**src/verilog/two_wire_pkg.sv**
```systemverilog
// constants shared by the addressed two-wire serial bus block
// assumes a single 125 MHz clock and a 32-bit wishbone register bus
package two_wire_pkg;

    // ------------------------------------------------------------
    // timing
    // ------------------------------------------------------------
    localparam int CLK_MHZ        = 125;
    localparam int ACK_TIMEOUT_US = 64;
    localparam int ACK_TIMEOUT_CYC = ACK_TIMEOUT_US * CLK_MHZ;
    localparam logic [3:0] HALF_DIV16 = 4'h8; // clk cycles per half sck
    localparam logic [3:0] HALF_DIV8  = 4'h4;
    localparam logic [3:0] LAST_BIT   = 4'h7;

    // ------------------------------------------------------------
    // register byte offsets and reset values
    // ------------------------------------------------------------
    localparam logic [7:0] MODE_OFS     = 8'h00;
    localparam logic [7:0] BIC_OFS      = 8'h04;
    localparam logic [7:0] SHIFT_OFS    = 8'h08;
    localparam logic [7:0] OWN_ADDR_OFS = 8'h0C;
    localparam logic [7:0] STATUS_OFS   = 8'h10;
    localparam logic [7:0] MODE_RST     = 8'h00;
    localparam logic [7:0] BIC_RST      = 8'h00;
    localparam logic [7:0] SHIFT_RST    = 8'hFF;
    localparam logic [7:0] OWN_ADDR_RST = 8'h00;

    // ------------------------------------------------------------
    // field positions
    // ------------------------------------------------------------
    localparam int MODE_EN_BIT  = 7;  // serial_enable_bit
    localparam int MODE_COI_BIT = 6;  // address_match_status
    localparam int MODE_WUP_BIT = 5;  // wake_up_select
    localparam int MODE_PIN_BIT = 4;  // mode_field_bit4
    localparam logic [1:0] MODE_FIELD_SBI = 2'h2; // bits 3:2
    localparam int BIC_RELEASE_TRIGGER_BIT = 7;
    localparam int BIC_COMMAND_TRIGGER_BIT = 6;
    localparam int BIC_RELD_BIT = 5;
    localparam int BIC_CMDD_BIT = 4;
    localparam int BIC_ACKE_BIT = 2;
    localparam int BIC_ACK_DETECTED_FLAG_BIT = 1;
    localparam int BIC_BUSY_BIT = 0;
    localparam int ST_IRQ_BIT   = 0;
    localparam int ST_TOUT_BIT  = 1;

    // ------------------------------------------------------------
    // enumerations
    // ------------------------------------------------------------
    typedef enum logic [1:0] {
        CLK_EXT   = 2'h0,
        CLK_TMR   = 2'h1,
        CLK_DIV16 = 2'h2,
        CLK_DIV8  = 2'h3
    } clk_sel_t;

    typedef enum logic [1:0] {
        CLS_DATA = 2'h0,
        CLS_CMD  = 2'h1,
        CLS_ADDR = 2'h2
    } byte_class_t;

    typedef enum logic [1:0] {
        ST_IDLE  = 2'h0,
        ST_SHIFT = 2'h1,
        ST_ACK   = 2'h3,
        ST_BUSY  = 2'h2
    } xfer_state_t;

endpackage

```
**src/verilog/serial_clock_gen.sv**
```systemverilog
// half-period tick source for the internally made serial clock
// assumes one clock; the timer output arrives synchronous to it
`timescale 1ns/1ps
module serial_clock_gen
    import two_wire_pkg::*;
(
    input  wire logic       clk_i,
    input  wire logic       rst_i,
    input  wire logic       run_i,
    input  wire logic [1:0] sel_i,
    input  wire logic       timer_output_i,
    output logic            tick_o
);
    logic [3:0] cnt_q;
    logic       tmr_prev_q;
    logic [3:0] half_lim;

    // ------------------------------------------------------------
    // divider and timer edge
    // ------------------------------------------------------------
    assign half_lim = (sel_i == CLK_DIV16) ? HALF_DIV16 : HALF_DIV8;

    // counter restarts whenever the clock is parked
    always_ff @(posedge clk_i) begin
        if (rst_i || !run_i) begin
            cnt_q <= 4'h0;
        end else if (cnt_q == half_lim - 4'h1) begin
            cnt_q <= 4'h0;
        end else begin
            cnt_q <= cnt_q + 4'h1;
        end
    end

    always_ff @(posedge clk_i) begin
        if (rst_i) begin
            tmr_prev_q <= 1'b0;
        end else begin
            tmr_prev_q <= timer_output_i;
        end
    end

    // one pulse per half period of the chosen source
    always_ff @(posedge clk_i) begin
        if (rst_i || !run_i) begin
            tick_o <= 1'b0;
        end else if (sel_i == CLK_TMR) begin
            tick_o <= timer_output_i && !tmr_prev_q;
        end else begin
            tick_o <= (sel_i != CLK_EXT) && (cnt_q == half_lim - 4'h1);
        end
    end
endmodule // serial_clock_gen

```
**src/verilog/two_wire_bus.sv**
```systemverilog
// addressed two-wire serial bus port, slave or master, with registers
// assumes classic wishbone master, pins synchronous to clk_i
//
// Our own choices: the Wishbone register port and the register addresses.
`timescale 1ns/1ps
module two_wire_bus
    import two_wire_pkg::*;
#(
    parameter int ACK_TIMEOUT_CYCLES = ACK_TIMEOUT_CYC
) (
    input  wire logic        clk_i,
    input  wire logic        rst_i,
    input  wire logic        cyc_i,
    input  wire logic        stb_i,
    input  wire logic        we_i,
    input  wire logic [7:0]  adr_i,
    input  wire logic [3:0]  sel_i,
    input  wire logic [31:0] dat_i,
    output logic      [31:0] dat_o,
    output logic             ack_o,
    input  wire logic        sck_i,
    output logic             sck_o,
    output logic             sck_oe_o,
    input  wire logic        timer_output_i,
    input  wire logic        first_data_line_i,
    output logic             first_data_line_o,
    output logic             first_data_line_oe_o,
    input  wire logic        second_data_line_i,
    output logic             second_data_line_o,
    output logic             second_data_line_oe_o
);
    logic [7:0]  mode_q, bic_q, shift_q, own_addr_q;
    logic        rel_det_q, cmd_det_q, rel_new_q, cmd_new_q;
    logic        ack_detected_flag_q, irq_q, tout_q, selected_q;
    logic        out_latch_q, ack_drv_q, busy_drv_q, ack_half_q;
    logic        sck_prev_q, sda_prev_q;
    logic [1:0]  cls_q;
    logic [3:0]  bit_cnt_q;
    logic [13:0] tout_cnt_q;
    xfer_state_t state_q;
    logic        en, wake_up_select, internal, sck_now, sda_in, sck_rise, sck_fall;
    logic        idle_hi, wr, rd_req, wr_mode, wr_bic, wr_shift, start;
    logic        complete, is_addr, match, tick, drive_low;
    logic [7:0]  rx_byte, rd_mux;

    // ------------------------------------------------------------
    // pin and edge view
    // ------------------------------------------------------------
    assign en       = mode_q[MODE_EN_BIT] &&
                      mode_q[3:2] == MODE_FIELD_SBI;
    assign wake_up_select      = mode_q[MODE_WUP_BIT];
    assign internal = mode_q[1:0] != CLK_EXT;
    assign sck_now  = internal ? sck_o : sck_i;
    assign sda_in   = mode_q[MODE_PIN_BIT] ? second_data_line_i
                                           : first_data_line_i;
    assign sck_rise = en && sck_now && !sck_prev_q;
    assign sck_fall = en && !sck_now && sck_prev_q;
    assign idle_hi  = en && state_q == ST_IDLE && sck_now && sck_prev_q;
    assign rx_byte  = {shift_q[6:0], sda_in};
    assign complete = state_q == ST_SHIFT && sck_rise &&
                      bit_cnt_q == LAST_BIT;
    assign is_addr  = rel_new_q && cmd_new_q;
    assign match    = rx_byte == own_addr_q;

    always_ff @(posedge clk_i) begin
        if (rst_i) begin
            sck_prev_q <= 1'b1;
            sda_prev_q <= 1'b1;
        end else begin
            sck_prev_q <= sck_now;
            sda_prev_q <= sda_in;
        end
    end

    // ------------------------------------------------------------
    // wishbone slave: ack one cycle after the strobe, write at ack
    // ------------------------------------------------------------
    assign rd_req   = cyc_i && stb_i && !ack_o;
    assign wr       = cyc_i && stb_i && we_i && ack_o && sel_i[0];
    assign wr_mode  = wr && adr_i == MODE_OFS;
    assign wr_bic   = wr && adr_i == BIC_OFS;
    assign wr_shift = wr && adr_i == SHIFT_OFS;
    // a new byte may only go out when the link is idle and clock high
    assign start    = wr_shift && idle_hi;

    always_comb begin
        rd_mux = 8'h00;
        unique case (adr_i)
            MODE_OFS: begin
                rd_mux = mode_q;
                rd_mux[MODE_COI_BIT] = shift_q == own_addr_q;
            end
            BIC_OFS: begin
                rd_mux = bic_q;
                rd_mux[BIC_RELD_BIT] = rel_det_q;
                rd_mux[BIC_CMDD_BIT] = cmd_det_q;
                rd_mux[BIC_ACK_DETECTED_FLAG_BIT] = ack_detected_flag_q;
            end
            SHIFT_OFS:    rd_mux = shift_q;
            OWN_ADDR_OFS: rd_mux = own_addr_q;
            STATUS_OFS:   rd_mux = {2'h0, selected_q, cls_q,
                                    busy_drv_q, tout_q, irq_q};
            default:      rd_mux = 8'h00;
        endcase
    end

    always_ff @(posedge clk_i) begin
        if (rst_i) begin
            ack_o <= 1'b0;
            dat_o <= 32'h0000_0000;
        end else begin
            ack_o <= rd_req;
            if (rd_req) begin
                dat_o <= {24'h00_0000, rd_mux};
            end
        end
    end

    // ------------------------------------------------------------
    // control registers
    // ------------------------------------------------------------
    // match bit is computed, never stored
    always_ff @(posedge clk_i) begin
        if (rst_i) begin
            mode_q <= MODE_RST;
        end else if (wr_mode) begin
            mode_q <= dat_i[7:0] & ~(8'h01 << MODE_COI_BIT);
        end
    end

    // trigger and detect bits are not kept here; they self clear
    always_ff @(posedge clk_i) begin
        if (rst_i) begin
            bic_q <= BIC_RST;
        end else if (wr_bic) begin
            bic_q <= dat_i[7:0] & 8'h05;
        end
    end

    always_ff @(posedge clk_i) begin
        if (rst_i) begin
            own_addr_q <= OWN_ADDR_RST;
        end else if (wr && adr_i == OWN_ADDR_OFS) begin
            own_addr_q <= dat_i[7:0];
        end
    end

    // ------------------------------------------------------------
    // bus condition detection and byte classing
    // ------------------------------------------------------------
    always_ff @(posedge clk_i) begin
        if (rst_i || !en) begin
            rel_det_q <= 1'b0;
            cmd_det_q <= 1'b0;
            rel_new_q <= 1'b0;
            cmd_new_q <= 1'b0;
        end else if (idle_hi && sda_in && !sda_prev_q) begin
            rel_det_q <= 1'b1;
            rel_new_q <= 1'b1;
            cmd_det_q <= 1'b0;
            cmd_new_q <= 1'b0;
        end else if (idle_hi && !sda_in && sda_prev_q) begin
            cmd_det_q <= 1'b1;
            cmd_new_q <= 1'b1;
        end else if (complete) begin
            cmd_new_q <= 1'b0;
            rel_new_q <= 1'b0;
            if (is_addr && !match) begin
                rel_det_q <= 1'b0;
            end
        end
    end

    always_ff @(posedge clk_i) begin
        if (rst_i) begin
            cls_q      <= CLS_DATA;
            selected_q <= 1'b0;
        end else if (complete) begin
            if (is_addr) begin
                cls_q      <= CLS_ADDR;
                selected_q <= match;
            end else begin
                cls_q <= cmd_new_q ? CLS_CMD : CLS_DATA;
            end
        end
    end

    // ------------------------------------------------------------
    // transfer sequencer
    // ------------------------------------------------------------
    always_ff @(posedge clk_i) begin
        if (rst_i || !en) begin
            state_q    <= ST_IDLE;
            bit_cnt_q  <= 4'h0;
            ack_half_q <= 1'b0;
        end else begin
            unique case (state_q)
                ST_IDLE: begin
                    if (start) begin
                        state_q   <= ST_SHIFT;
                        bit_cnt_q <= 4'h0;
                    end
                end
                ST_SHIFT: begin
                    if (sck_rise) begin
                        bit_cnt_q <= bit_cnt_q + 4'h1;
                        if (complete) begin
                            state_q <= ST_ACK;
                        end
                    end
                end
                ST_ACK: begin
                    if (sck_fall) begin
                        ack_half_q <= !ack_half_q;
                        if (ack_half_q) begin
                            state_q <= ST_BUSY;
                        end
                    end
                end
                ST_BUSY: begin
                    // leave once no one holds the line low
                    if (sck_rise && sda_in && !busy_drv_q) begin
                        state_q <= ST_IDLE;
                    end
                end
            endcase
        end
    end

    // shifter samples on the rising edge
    always_ff @(posedge clk_i) begin
        if (rst_i) begin
            shift_q <= SHIFT_RST;
        end else if (wr_shift && state_q == ST_IDLE) begin
            shift_q <= dat_i[7:0];
        end else if (state_q == ST_SHIFT && sck_rise) begin
            shift_q <= rx_byte;
        end
    end

    // output latch: msb at start, next bit on each fall after a rise
    always_ff @(posedge clk_i) begin
        if (rst_i) begin
            out_latch_q <= 1'b1;
        end else if (start) begin
            out_latch_q <= dat_i[7];
        end else if (state_q == ST_SHIFT && sck_fall &&
                     bit_cnt_q != 4'h0) begin
            out_latch_q <= shift_q[7];
        end else if (complete) begin
            out_latch_q <= 1'b1;
        end else if (wr_bic && dat_i[BIC_COMMAND_TRIGGER_BIT]) begin
            out_latch_q <= 1'b0;
        end else if (wr_bic && dat_i[BIC_RELEASE_TRIGGER_BIT]) begin
            out_latch_q <= 1'b1;
        end
    end

    // ------------------------------------------------------------
    // acknowledge, busy and flags
    // ------------------------------------------------------------
    // ack spans the ninth clock, busy follows on the same fall
    always_ff @(posedge clk_i) begin
        if (rst_i || !en) begin
            ack_drv_q  <= 1'b0;
            busy_drv_q <= 1'b0;
        end else if (sck_fall) begin
            if (state_q == ST_ACK && !ack_half_q) begin
                ack_drv_q <= bic_q[BIC_ACKE_BIT];
            end else if (state_q == ST_ACK) begin
                ack_drv_q  <= 1'b0;
                busy_drv_q <= bic_q[BIC_BUSY_BIT];
            end else if (!bic_q[BIC_BUSY_BIT] && !wake_up_select) begin
                busy_drv_q <= 1'b0;
            end
        end
    end

    always_ff @(posedge clk_i) begin
        if (rst_i || start) begin
            ack_detected_flag_q <= 1'b0;
        end else if (sck_fall && state_q == ST_ACK && ack_half_q &&
                     !sda_in) begin
            ack_detected_flag_q <= 1'b1;
        end
    end

    // no acknowledge within the window marks the byte as lost
    always_ff @(posedge clk_i) begin
        // keeps counting once the link parks, so silence is still caught
        if (rst_i || state_q == ST_SHIFT || ack_detected_flag_q) begin
            tout_cnt_q <= 14'h0000;
        end else if ((state_q != ST_IDLE || tout_cnt_q != 14'h0000) &&
                     tout_cnt_q != ACK_TIMEOUT_CYCLES[13:0]) begin
            tout_cnt_q <= tout_cnt_q + 14'h0001;
        end
    end

    // hardware set wins over a write-one clear in the same cycle
    always_ff @(posedge clk_i) begin
        if (rst_i) begin
            irq_q  <= 1'b0;
            tout_q <= 1'b0;
        end else begin
            if (complete && (!wake_up_select || (is_addr && match))) begin
                irq_q <= 1'b1;
            end else if (wr && adr_i == STATUS_OFS &&
                         dat_i[ST_IRQ_BIT]) begin
                irq_q <= 1'b0;
            end
            if (!ack_detected_flag_q &&
                tout_cnt_q == ACK_TIMEOUT_CYCLES[13:0] - 14'h0001) begin
                tout_q <= 1'b1;
            end else if (wr && adr_i == STATUS_OFS &&
                         dat_i[ST_TOUT_BIT]) begin
                tout_q <= 1'b0;
            end
        end
    end

    // ------------------------------------------------------------
    // pin drivers: enables and sck registered, data levels tied low
    // ------------------------------------------------------------
    // wake-up keeps the data pin off except for a pending busy
    assign drive_low = en && (((!out_latch_q || ack_drv_q) && !wake_up_select) ||
                              busy_drv_q);
    assign first_data_line_o  = 1'b0;
    assign second_data_line_o = 1'b0;

    always_ff @(posedge clk_i) begin
        if (rst_i) begin
            first_data_line_oe_o  <= 1'b0;
            second_data_line_oe_o <= 1'b0;
            sck_oe_o              <= 1'b0;
        end else begin
            first_data_line_oe_o  <= drive_low && !mode_q[MODE_PIN_BIT];
            second_data_line_oe_o <= drive_low && mode_q[MODE_PIN_BIT];
            sck_oe_o              <= en && internal;
        end
    end

    // internal clock parks high; only runs while a byte is active
    always_ff @(posedge clk_i) begin
        if (rst_i || !internal || !en) begin
            sck_o <= 1'b1;
        end else if (tick) begin
            sck_o <= !sck_o;
        end
    end

    serial_clock_gen u_clk_gen (
        .clk_i          (clk_i),
        .rst_i          (rst_i),
        .run_i          (en && internal && state_q != ST_IDLE),
        .sel_i          (mode_q[1:0]),
        .timer_output_i (timer_output_i),
        .tick_o         (tick)
    );
endmodule // two_wire_bus

```
**config.mk**
```make
export PLATFORM = sky130hd
export DESIGN_NAME = two_wire_bus
export DESIGN_NICKNAME = d
export VERILOG_FILES = /design/src/verilog/two_wire_pkg.sv /design/src/verilog/serial_clock_gen.sv /design/src/verilog/two_wire_bus.sv
export SDC_FILE = /design/constraint.sdc
export NUM_CORES = 1
export LEC_CHECK = 0
export BUFFER_PORTS_ARGS = -buffer_cell sky130_fd_sc_hd__clkbuf_2
export CAP_MARGIN = 5
export CORE_ASPECT_RATIO = 1.4
export CORE_MARGIN = 3
export CORE_UTILIZATION = 25
export CTS_CLUSTER_DIAMETER = 30
export DETAILED_ROUTE_END_ITERATION = 10
export MAX_ROUTING_LAYER = met4
export PLACE_DENSITY = 0.52
export SYNTH_ARGS = -nofsm -noshare
export SYNTH_HDL_FRONTEND = slang
export SYNTH_SLANG_ARGS = --single-unit
```
**constraint.sdc**
```tcl
create_clock -name clk_i -period 4.5 [get_ports clk_i]
set_input_delay 0 -clock clk_i [delete_from_list [all_inputs] [get_ports clk_i]]
set_output_delay 0 -clock clk_i [all_outputs]
set_load 0.03 [all_outputs]
```
==> results of run 1 <==
==> per-layer routing <==
metal  vias up  track usage (%)
met5         -                -
met4         0             6.24
met3        18             2.82
met2        83             24.2
met1      1675             13.7
li1       1735                -
==> stage by stage <==
step	hold slack (ns)	setup slack, ns	utilization, %
floorplan	0.125	2.66	-
global placement	0.224	2.22	27.7
detailed placement	0.233	2.20	27.7
CTS	0.00857	2.27	30.2
global route	0.0203	2.12	30.2
finish	0.0195	2.27	30.2
==> power groups by stage <==
stage                     registers (uW)  clock network (uW)  logic [uW]
after floorplan                      742                   0        84.8
after global placement               735                   0         109
after CTS                            719                 830         115
after global routing                 720                 855         124
after detailed placement             735                   0         110
final                                719                 808         115
==> cells by family (layout without fill, tap and decap cells) <==
group	after synthesis	after routing	share of synthesized area, %
adder cells (fa/ha/maj)	5	5	1.54
AND/OR/NAND/NOR	185	185	23.0
other	1	27	0.0923
flip-flops	80	80	39.4
AO/OA/AOI/OAI	95	95	15.0
buffers and inverters	57	80	7.86
multiplexers	24	24	6.04
XOR/XNOR	33	33	7.12
==> cells in the mapped netlist (4+ instances only) <==
library cell	instances	share of area, %
nand2b_1	4	0.62
o21ai_0	20	2.5
nor3_1	9	1.1
o21ai_1	6	0.74
buf_4	27	5.0
xnor2_1	24	5.2
mux2i_1	20	4.9
nor2_1	61	5.6
inv_1	16	1.5
clkbuf_1	10	0.92
nor4_1	6	0.92
nand4_1	7	1.1
nand2_1	41	3.8
ha_1	5	1.5
nand3b_1	4	0.74
or2_2	4	0.62
nand3_1	23	2.8
a221oi_1	6	1.3
xor2_1	9	1.9
dfxtp_1	80	39
a21oi_1	32	3.9
mux2_2	4	1.1
or3_1	5	0.77
o22ai_1	7	1.1
==> state kept, by name (all words and copies together), names as in the netlist, 2 cells and up <==
| register | flops |
|---|---|
| dat_o | 8 |
| cls_q | 2 |
| state_q | 2 |
| bit_cnt_q | 4 |
| mode_q | 7 |
| own_addr_q | 8 |
| bic_q | 2 |
| tout_cnt_q | 14 |
| shift_q | 8 |
| u_clk_gen.cnt_q | 4 |
==> how the worst min path moves through the flow <==
stage	from	endpoint	slack, ns	depth (start not counted)
3_5_place_dp	timer_output_i	u_clk_gen.tmr_prev_q	0.23	2
6_report	dat_i[0]	own_addr_q[0]	0.02	3
4_1_cts	dat_i[1]	own_addr_q[1]	0.009	3
3_3_place_gp	timer_output_i	u_clk_gen.tmr_prev_q	0.22	2
2_1_floorplan	dat_i[6]	shift_q[6]	0.13	2
5_1_grt	dat_i[0]	shift_q[0]	0.02	3
==> worst max-delay path, stage by stage, from the launching register on <==
cell and delay, ns:
dfxtp_1 0.41, or3b_1 0.44, a2111oi_2 0.73, nand3_1 0.23, o21ai_0 0.20, a21oi_1 0.09
==> timing repair <==
action / CTS / global route
hold endpoints to repair: 15 / 0
endpoints found under the setup margin: 0 / 0
hold buffers: 7 / 0
==> cell type report <==
class | count | area (um^2)
inverters | 16 | 60.1
clock inverters | 4 | 76.3
fillers | 1669 | 11000
well taps | 196 | 245
diodes | 1 | 2.50
repair buffers | 48 | 283
flip-flops and latches | 80 | 1600
multi-input cells | 368 | 2230
clock buffers | 12 | 256
==> impl_metrics.py, run 1 <==
metrics = {
    "critical_path": {
        "r2r_start": "state_q[0]",
        "worstPathRequired_ns": 4.71,
        "path_class": "reg -> reg",
        "cp-end-kind": "flip-flop",
        "cp_max_fo": 7,
        "critPathLaunchType": "flip-flop",
        "cp-endpoint": "rel_det_q",
        "reg2reg_depth": 5,
        "setup.worst_path.start": "state_q[0]",
        "r2r-end": "rel_det_q",
        "arrival_ns": 2.43,
        "rrSetupSlack_ns": 2.27,
    },
    "sta": {
        "tightest_slew_ns": 0.808,
        "setup_tns_ns": 0,
        "timing.fmax_ghz": 0.449,
        "timing.slew.headroom_pct": 45.8,
        "hold_violations": 0,
        "slew_viol_final": 0,
        "finalSetupViolations": 0,
        "fin_crit_ns": 2.23,
        "fin_crit_sh_pct": 49.5,
        "finClkSkew_ns": 0.0106,
        "rsz0062_at_grt": "false",
    },
    "finish": {
        "nets": 581,
        "drive_above_1_share_pct": 14.2,
        "layout_common_cells": "80 x dfxtp_1, 61 x nor2_1, 41 x nand2_1",
        "stdcell_count": 725,
        "area_growth_pct": 17.2,
        "design_area_um2": 4760,
        "final_common_cell": "dfxtp_1",
    },
    "route": {
        "dr_wl_met2_um": 6050,
        "routed.top_layer": "met4",
        "drt_wl_total_um": 11200,
        "dr_total_vias": 3511,
        "dr.pass1.iters": 4,
        "routedWlPerCell_um": 15.4,
        "drt-met1-wl_um": 4340,
        "dr.first_iter.drc_count": 209,
        "drc": 0,
        "met3_length_um": 523,
        "via_per_inst": 4.84,
        "antenna_left": 0,
    },
    "pwr": {
        "clkPwrFrac_pct": 49.2,
        "total_leakage_power_uw": 0.00182,
        "fin_total_pwr_uw": 1640,
        "netSwitchingPower_uw": 379,
        "power_density_nw_per_um2": 345,
        "switching_share_pct": 23.1,
        "p_int_uw": 1260,
        "seqPwrFrac_pct": 43.8,
        "peakVddDrop_uv": 122,
        "p_comb_share_pct": 7.0,
    },
    "placement": {
        "place_inst": 701,
        "port-buffer-count": 38,
        "routabilityCongestion": 0.859,
        "dp_hpwl_um": 8480,
        "placed_area_um2": 4350,
    },
    "die": {
        "core_area_um2": 15700,
        "fp.dieW_um": 114,
        "die_height_um": 157,
        "dieArea_um2": 17800,
        "start_util_pct": 25.8,
        "num_io_pins": 92,
        "std_cell_rows": 54,
    },
    "hold_path": {
        "hold_class": "in -> reg",
    },
    "run": {
        "max-cap-violations": 0,
    },
    "logic_synthesis": {
        "synth_area_um2": 4060,
        "ys_seq_elements": 80,
        "postSynthCellCount": 480,
        "seq_area_frac_synth_pct": 39.4,
        "synth-edff-count": 0,
        "syn_area_per_cell_um2": 8.46,
        "synth_ff_type": "dfxtp_1",
        "ys_warn_count": 0,
        "yosysUniqueCellTypes": 57,
        "async_flop_share_pct": 0,
    },
    "clock_tree": {
        "cts_tree": "done",
        "htreeDepth": 3,
        "cts_resized": 0,
        "clock_path_buffers": 2,
        "cts_setup_buffers": 0,
        "path_clk_slew_ns": 0.06,
        "clock-sinks": 80,
        "clockRootBuffer": "clkbuf_16",
        "insertion_delay_ns": 0.34,
        "numCtsBuffers": 9,
    },
    "status": {
        "outcome": "finished, final reports clean",
    },
    "global_route": {
        "grt_pass1_vias": 3478,
        "antenna_found_initial": 1,
        "track_usage_pct": 13.4,
        "grt_max_degree": 32,
        "grt_pass1_wl_um": 18000,
        "overflow": 0,
    },
}
No activity file was read; power rests on OpenSTA's default activity.
==> inputs of run 2 (changes only) <==
==> constraint.sdc (replaced) <==
create_clock -name clk_i -period 2.1 [get_ports clk_i]
set_input_delay 0 -clock clk_i [delete_from_list [all_inputs] [get_ports clk_i]]
set_output_delay 0 -clock clk_i [all_outputs]
set_load 0.03 [all_outputs]
==> impl_metrics.py, run 2 (synthesized netlist as in run 1, its figures left out) <==
metrics = {
    "status": {
        "outcome": "finished, final reports clean",
    },
    "clock_tree": {
        "clock-sinks": 80,
        "insertion_delay_ns": 0.34,
        "numCtsBuffers": 9,
        "cts_tree": "done",
        "cts_setup_buffers": 0,
        "clock_path_buffers": 2,
        "cts_resized": 0,
        "clockRootBuffer": "clkbuf_16",
        "path_clk_slew_ns": 0.06,
        "htreeDepth": 3,
    },
    "sta": {
        "fin_crit_sh_pct": 94.3,
        "finClkSkew_ns": 0.0107,
        "rsz0062_at_grt": "true",
        "fin_crit_ns": 1.98,
        "timing.slew.headroom_pct": 65.8,
        "setup_tns_ns": 0,
        "tightest_slew_ns": 0.512,
        "finalSetupViolations": 0,
        "postLayoutSetupSlackWorst_ns": 0.119,
        "timing.fmax_ghz": 0.505,
        "hold_violations": 0,
        "slew_viol_final": 0,
    },
    "critical_path": {
        "cpLargestDelayFamily": "simple AND/OR/NAND/NOR gates",
        "max_stage_delay_ns": 0.48,
        "reg2reg_depth": 5,
        "worstPathRequired_ns": 2.32,
        "slowest_stage": "a211o_1",
        "arrival_ns": 2.20,
        "cp-end-kind": "flip-flop",
        "path_buf_inv": 0,
        "critPathLaunchType": "flip-flop",
        "path_cells": "or3b_1, a211o_1, mux2_2, mux2i_1, nand2_1",
        "r2r-end": "shift_q[6]",
        "rrSetupSlack_ns": 0.12,
        "path_class": "reg -> reg",
        "r2r_start": "state_q[0]",
        "cp_max_fo": 9,
    },
    "global_route": {
        "overflow": 0,
        "grt_pass1_wl_um": 18000,
        "antenna_found_initial": 0,
        "grt_pass1_vias": 3508,
        "grt_max_degree": 31,
        "track_usage_pct": 13.4,
    },
    "pwr": {
        "p_comb_share_pct": 7.8,
        "clkPwrFrac_pct": 45.0,
        "switching_share_pct": 25.1,
        "seqPwrFrac_pct": 47.2,
        "p_int_uw": 2440,
        "total_leakage_power_uw": 0.00189,
        "netSwitchingPower_uw": 818,
        "power_density_nw_per_um2": 674,
        "peakVddDrop_uv": 337,
    },
    "finish": {
        "area_growth_pct": 19.2,
        "drive_above_1_share_pct": 17.0,
        "nets": 599,
        "final_common_cell": "dfxtp_1",
        "top_register": "tout_cnt_q",
        "fin_util_pct": 30.8,
        "largest_reg_flops": 14,
        "num_antenna_cells": 0,
        "layout_common_cells": "80 x dfxtp_1, 61 x nor2_1, 41 x nand2_1",
    },
    "die": {
        "dieArea_um2": 17800,
        "core_area_um2": 15700,
        "die_height_um": 157,
        "num_io_pins": 92,
        "std_cell_rows": 54,
        "fp.dieW_um": 114,
        "start_util_pct": 25.8,
    },
    "route": {
        "drt_wl_total_um": 11300,
        "antenna_left": 0,
        "dr.first_iter.drc_count": 220,
        "dr.pass1.iters": 7,
        "drc": 0,
        "dr_total_vias": 3581,
        "routedWlPerCell_um": 15.2,
        "via_per_inst": 4.83,
    },
    "hold_path": {
        "min_path_cells": 3,
        "min_to": "own_addr_q[1]",
        "hold_class": "in -> reg",
        "min_from": "dat_i[1]",
    },
    "placement": {
        "routabilityCongestion": 0.874,
        "dp_slack_ns": 0.140,
        "port-buffer-count": 38,
        "dp_hpwl_um": 8760,
    },
    "run": {
        "max-cap-violations": 0,
    },
}
## run 2: per-stage QoR
step           cells  total power (uW)  area [um^2]  hold WS (ns)
6_report         742              3260         4840        0.0306
5_1_grt          742              3390         4840        0.0347
4_1_cts          742              3310         4840       0.00815
3_5_place_dp     719              1820         4490         0.254
3_3_place_gp     719              1820         4490         0.237
2_1_floorplan    505              1770         4160         0.125
## run 2: layout make-up
| cell class | count | area (um^2) |
|---|---|---|
| clock buffer | 11 | 243 |
| clock inverter | 5 | 40.0 |
| fill | 1657 | 10900 |
| inverter | 16 | 60.1 |
| multi-input combinational | 368 | 2230 |
| sequential | 80 | 1600 |
| tap | 196 | 245 |
| timing repair buffer | 66 | 418 |
## run 2: worst max path at each step
stage / cells after the start / start / end / slack, ns
detailed placement: 5 / state_q[0] / rel_det_q / 0.14
global placement: 5 / state_q[0] / rel_det_q / 0.12
global route: 5 / state_q[0] / rel_det_q / -0.01
CTS: 5 / state_q[0] / rel_det_q / 0.12
finish: 5 / state_q[0] / shift_q[6] / 0.12
floorplan: 5 / sck_o / rel_det_q / 0.26
## run 2: metal layers
layer	vias up	part of all wire (%)	track usage (%)
met5	-	0	-
met1	1685	39	13.7
met3	23	4.9	2.67
met2	108	53	24.1
met4	0	3.1	6.76
li1	1765	-	-
## run 2: tightest hold or removal path, cell delays in order
cell and delay [ns]:
clkbuf_2 0.15, nand3_1 0.10, a21oi_1 0.06
## run 2: power groups by stage
stage / logic [uW] / clock network, uW / registers [uW]
after floorplan: 182 / 0 / 1590
after global placement: 242 / 0 / 1570
after detailed placement: 244 / 0 / 1570
after CTS: 255 / 1520 / 1540
after global routing: 274 / 1570 / 1540
final: 254 / 1470 / 1540
## run 2: what timing repair did
| action | in CTS | in global routing |
|---|---|---|
| endpoints found under the hold margin | 15 | 0 |
| endpoints found under the setup margin | 0 | 1 |
| hold buffers | 7 | 0 |
==> inputs of run 3 (changes only) <==
==> constraint.sdc (replaced) <==
create_clock -name clk_i -period 2.1 [get_ports clk_i]
set_input_delay 0.63 -clock clk_i [delete_from_list [all_inputs] [get_ports clk_i]]
set_output_delay 0.63 -clock clk_i [all_outputs]
set_load 0.03 [all_outputs]
==> impl_metrics.py, run 3 (synthesized netlist as in run 1, its figures left out) <==
metrics = {
    "status": {
        "outcome": "finished, final reports clean",
    },
    "pwr": {
        "fin_total_pwr_uw": 3540,
        "total_leakage_power_uw": 0.00197,
        "peakVddDrop_uv": 453,
        "power_density_nw_per_um2": 704,
    },
    "route": {
        "drc": 0,
        "dr_total_vias": 3603,
        "antenna_left": 0,
        "dr.first_iter.drc_count": 141,
        "drt_wl_total_um": 11600,
        "dr.pass1.iters": 4,
        "via_per_inst": 4.80,
        "routedWlPerCell_um": 15.5,
    },
    "critical_path": {
        "critPathLaunchType": "primary input",
        "cp_max_fo": 6,
        "max_stage_delay_ns": 0.56,
        "arrival_ns": 2.25,
        "path_class": "in -> reg",
        "worstPathRequired_ns": 2.37,
        "path_cells": "clkbuf_2, or4_4, or3_4, o41ai_4, buf_4, nor2_1, o21ai_1",
        "cp-end-kind": "flip-flop",
        "rrSetupSlack_ns": 0.13,
        "slowest_stage": "or4_4",
    },
    "clock_tree": {
        "cts_hold_buf": 0,
        "numCtsBuffers": 9,
        "cts_resized": 0,
        "insertion_delay_ns": 0.34,
        "clock_path_buffers": 2,
        "cts_setup_buffers": 0,
        "clock-sinks": 80,
        "cts_tree": "done",
        "htreeDepth": 3,
        "path_clk_slew_ns": 0.06,
        "clockRootBuffer": "clkbuf_16",
    },
    "placement": {
        "placed_area_um2": 4670,
        "routabilityCongestion": 0.876,
        "dp_hpwl_um": 9090,
        "port-buffer-count": 38,
    },
    "finish": {
        "final_common_cell": "dfxtp_1",
        "num_antenna_cells": 0,
        "multi_input_area_um2": 2280,
        "top_register": "tout_cnt_q",
        "area_growth_pct": 23.8,
        "seqCellArea_um2": 1600,
        "design_area_um2": 5030,
        "fin_util_pct": 31.9,
        "drive_above_1_share_pct": 20.2,
        "nFillCells": 1678,
        "largest_reg_flops": 14,
        "layout_common_cells": "79 x dfxtp_1, 61 x nor2_1, 41 x nand2_1",
        "nets": 608,
    },
    "die": {
        "die_height_um": 157,
        "fp.dieW_um": 114,
        "num_io_pins": 92,
        "dieArea_um2": 17800,
        "core_area_um2": 15700,
        "std_cell_rows": 54,
        "start_util_pct": 25.8,
    },
    "run": {
        "max-cap-violations": 0,
    },
    "sta": {
        "finClkSkew_ns": 0.00728,
        "finalSetupViolations": 0,
        "fin_crit_ns": 1.98,
        "rsz0062_at_grt": "false",
        "slew_viol_final": 0,
        "fin_crit_sh_pct": 94.4,
        "hold_ws_ns": 0.448,
        "setup_tns_ns": 0,
        "hold_violations": 0,
        "timing.fmax_ghz": 0.504,
    },
    "global_route": {
        "grt_pass1_vias": 3590,
        "grt_pass1_wl_um": 18600,
        "grt_max_degree": 20,
        "track_usage_pct": 13.8,
        "antenna_found_initial": 0,
        "overflow": 0,
    },
    "hold_path": {
        "hold_class": "reg -> reg",
    },
}
## run 3: changes by cell type in the layout (fill, tap and decap cells not counted), moves of 2 or more
cell / delta
clkbuf_8: +2
bufinv_16: +2
buf_4: +13
buf_12: +3
dlygate4sd3_1: -7
clkinv_4: -3
## run 3: final timing paths
path	start	end	cells after the start
worst max-delay path	adr_i[1]	shift_q[1]	7
worst min-delay path	u_clk_gen.cnt_q[0]	u_clk_gen.cnt_q[0]	1
worst max register to register	mode_q[2]	out_latch_q	6
worst min register to register	u_clk_gen.cnt_q[0]	u_clk_gen.cnt_q[0]	1
## run 3: per-layer routing
| layer | GRT usage (%) | share of wire [%] |
|---|---|---|
| met1 | 14.3 | 40 |
| met2 | 24.6 | 54 |
| met3 | 2.90 | 3.3 |
| met4 | 6.70 | 3.5 |
| met5 | - | 0 |
## run 3: layout make-up
type | instances | area share [%]
Tap cell | 196 | 4.88
Clock buffer | 14 | 5.45
Clock inverter | 2 | 1.19
Inverter | 16 | 1.19
Multi-Input combinational cell | 368 | 45.3
Timing Repair Buffer | 75 | 10.1
Sequential cell | 80 | 31.9
## run 3: stage by stage
stage               worst slack, ns  std cells
floorplan                   -0.0632        505
global placement             -0.205        735
detailed placement           -0.221        735
CTS                          0.0762        751
global route                 0.0307        751
finish                        0.118        751
## run 3: critical path, delay by kind of cell
kind	cells	cell delay (ns)
buffers and inverters	2	0.29
AOI/OAI and AO/OA	2	0.33
and+or+nand+nor	3	1.00
## run 3: report_power, final
part / switching [uW] / internal, uW
logic: 182 / 73.6
registers: 9.68 / 1530
clock network: 602 / 1140
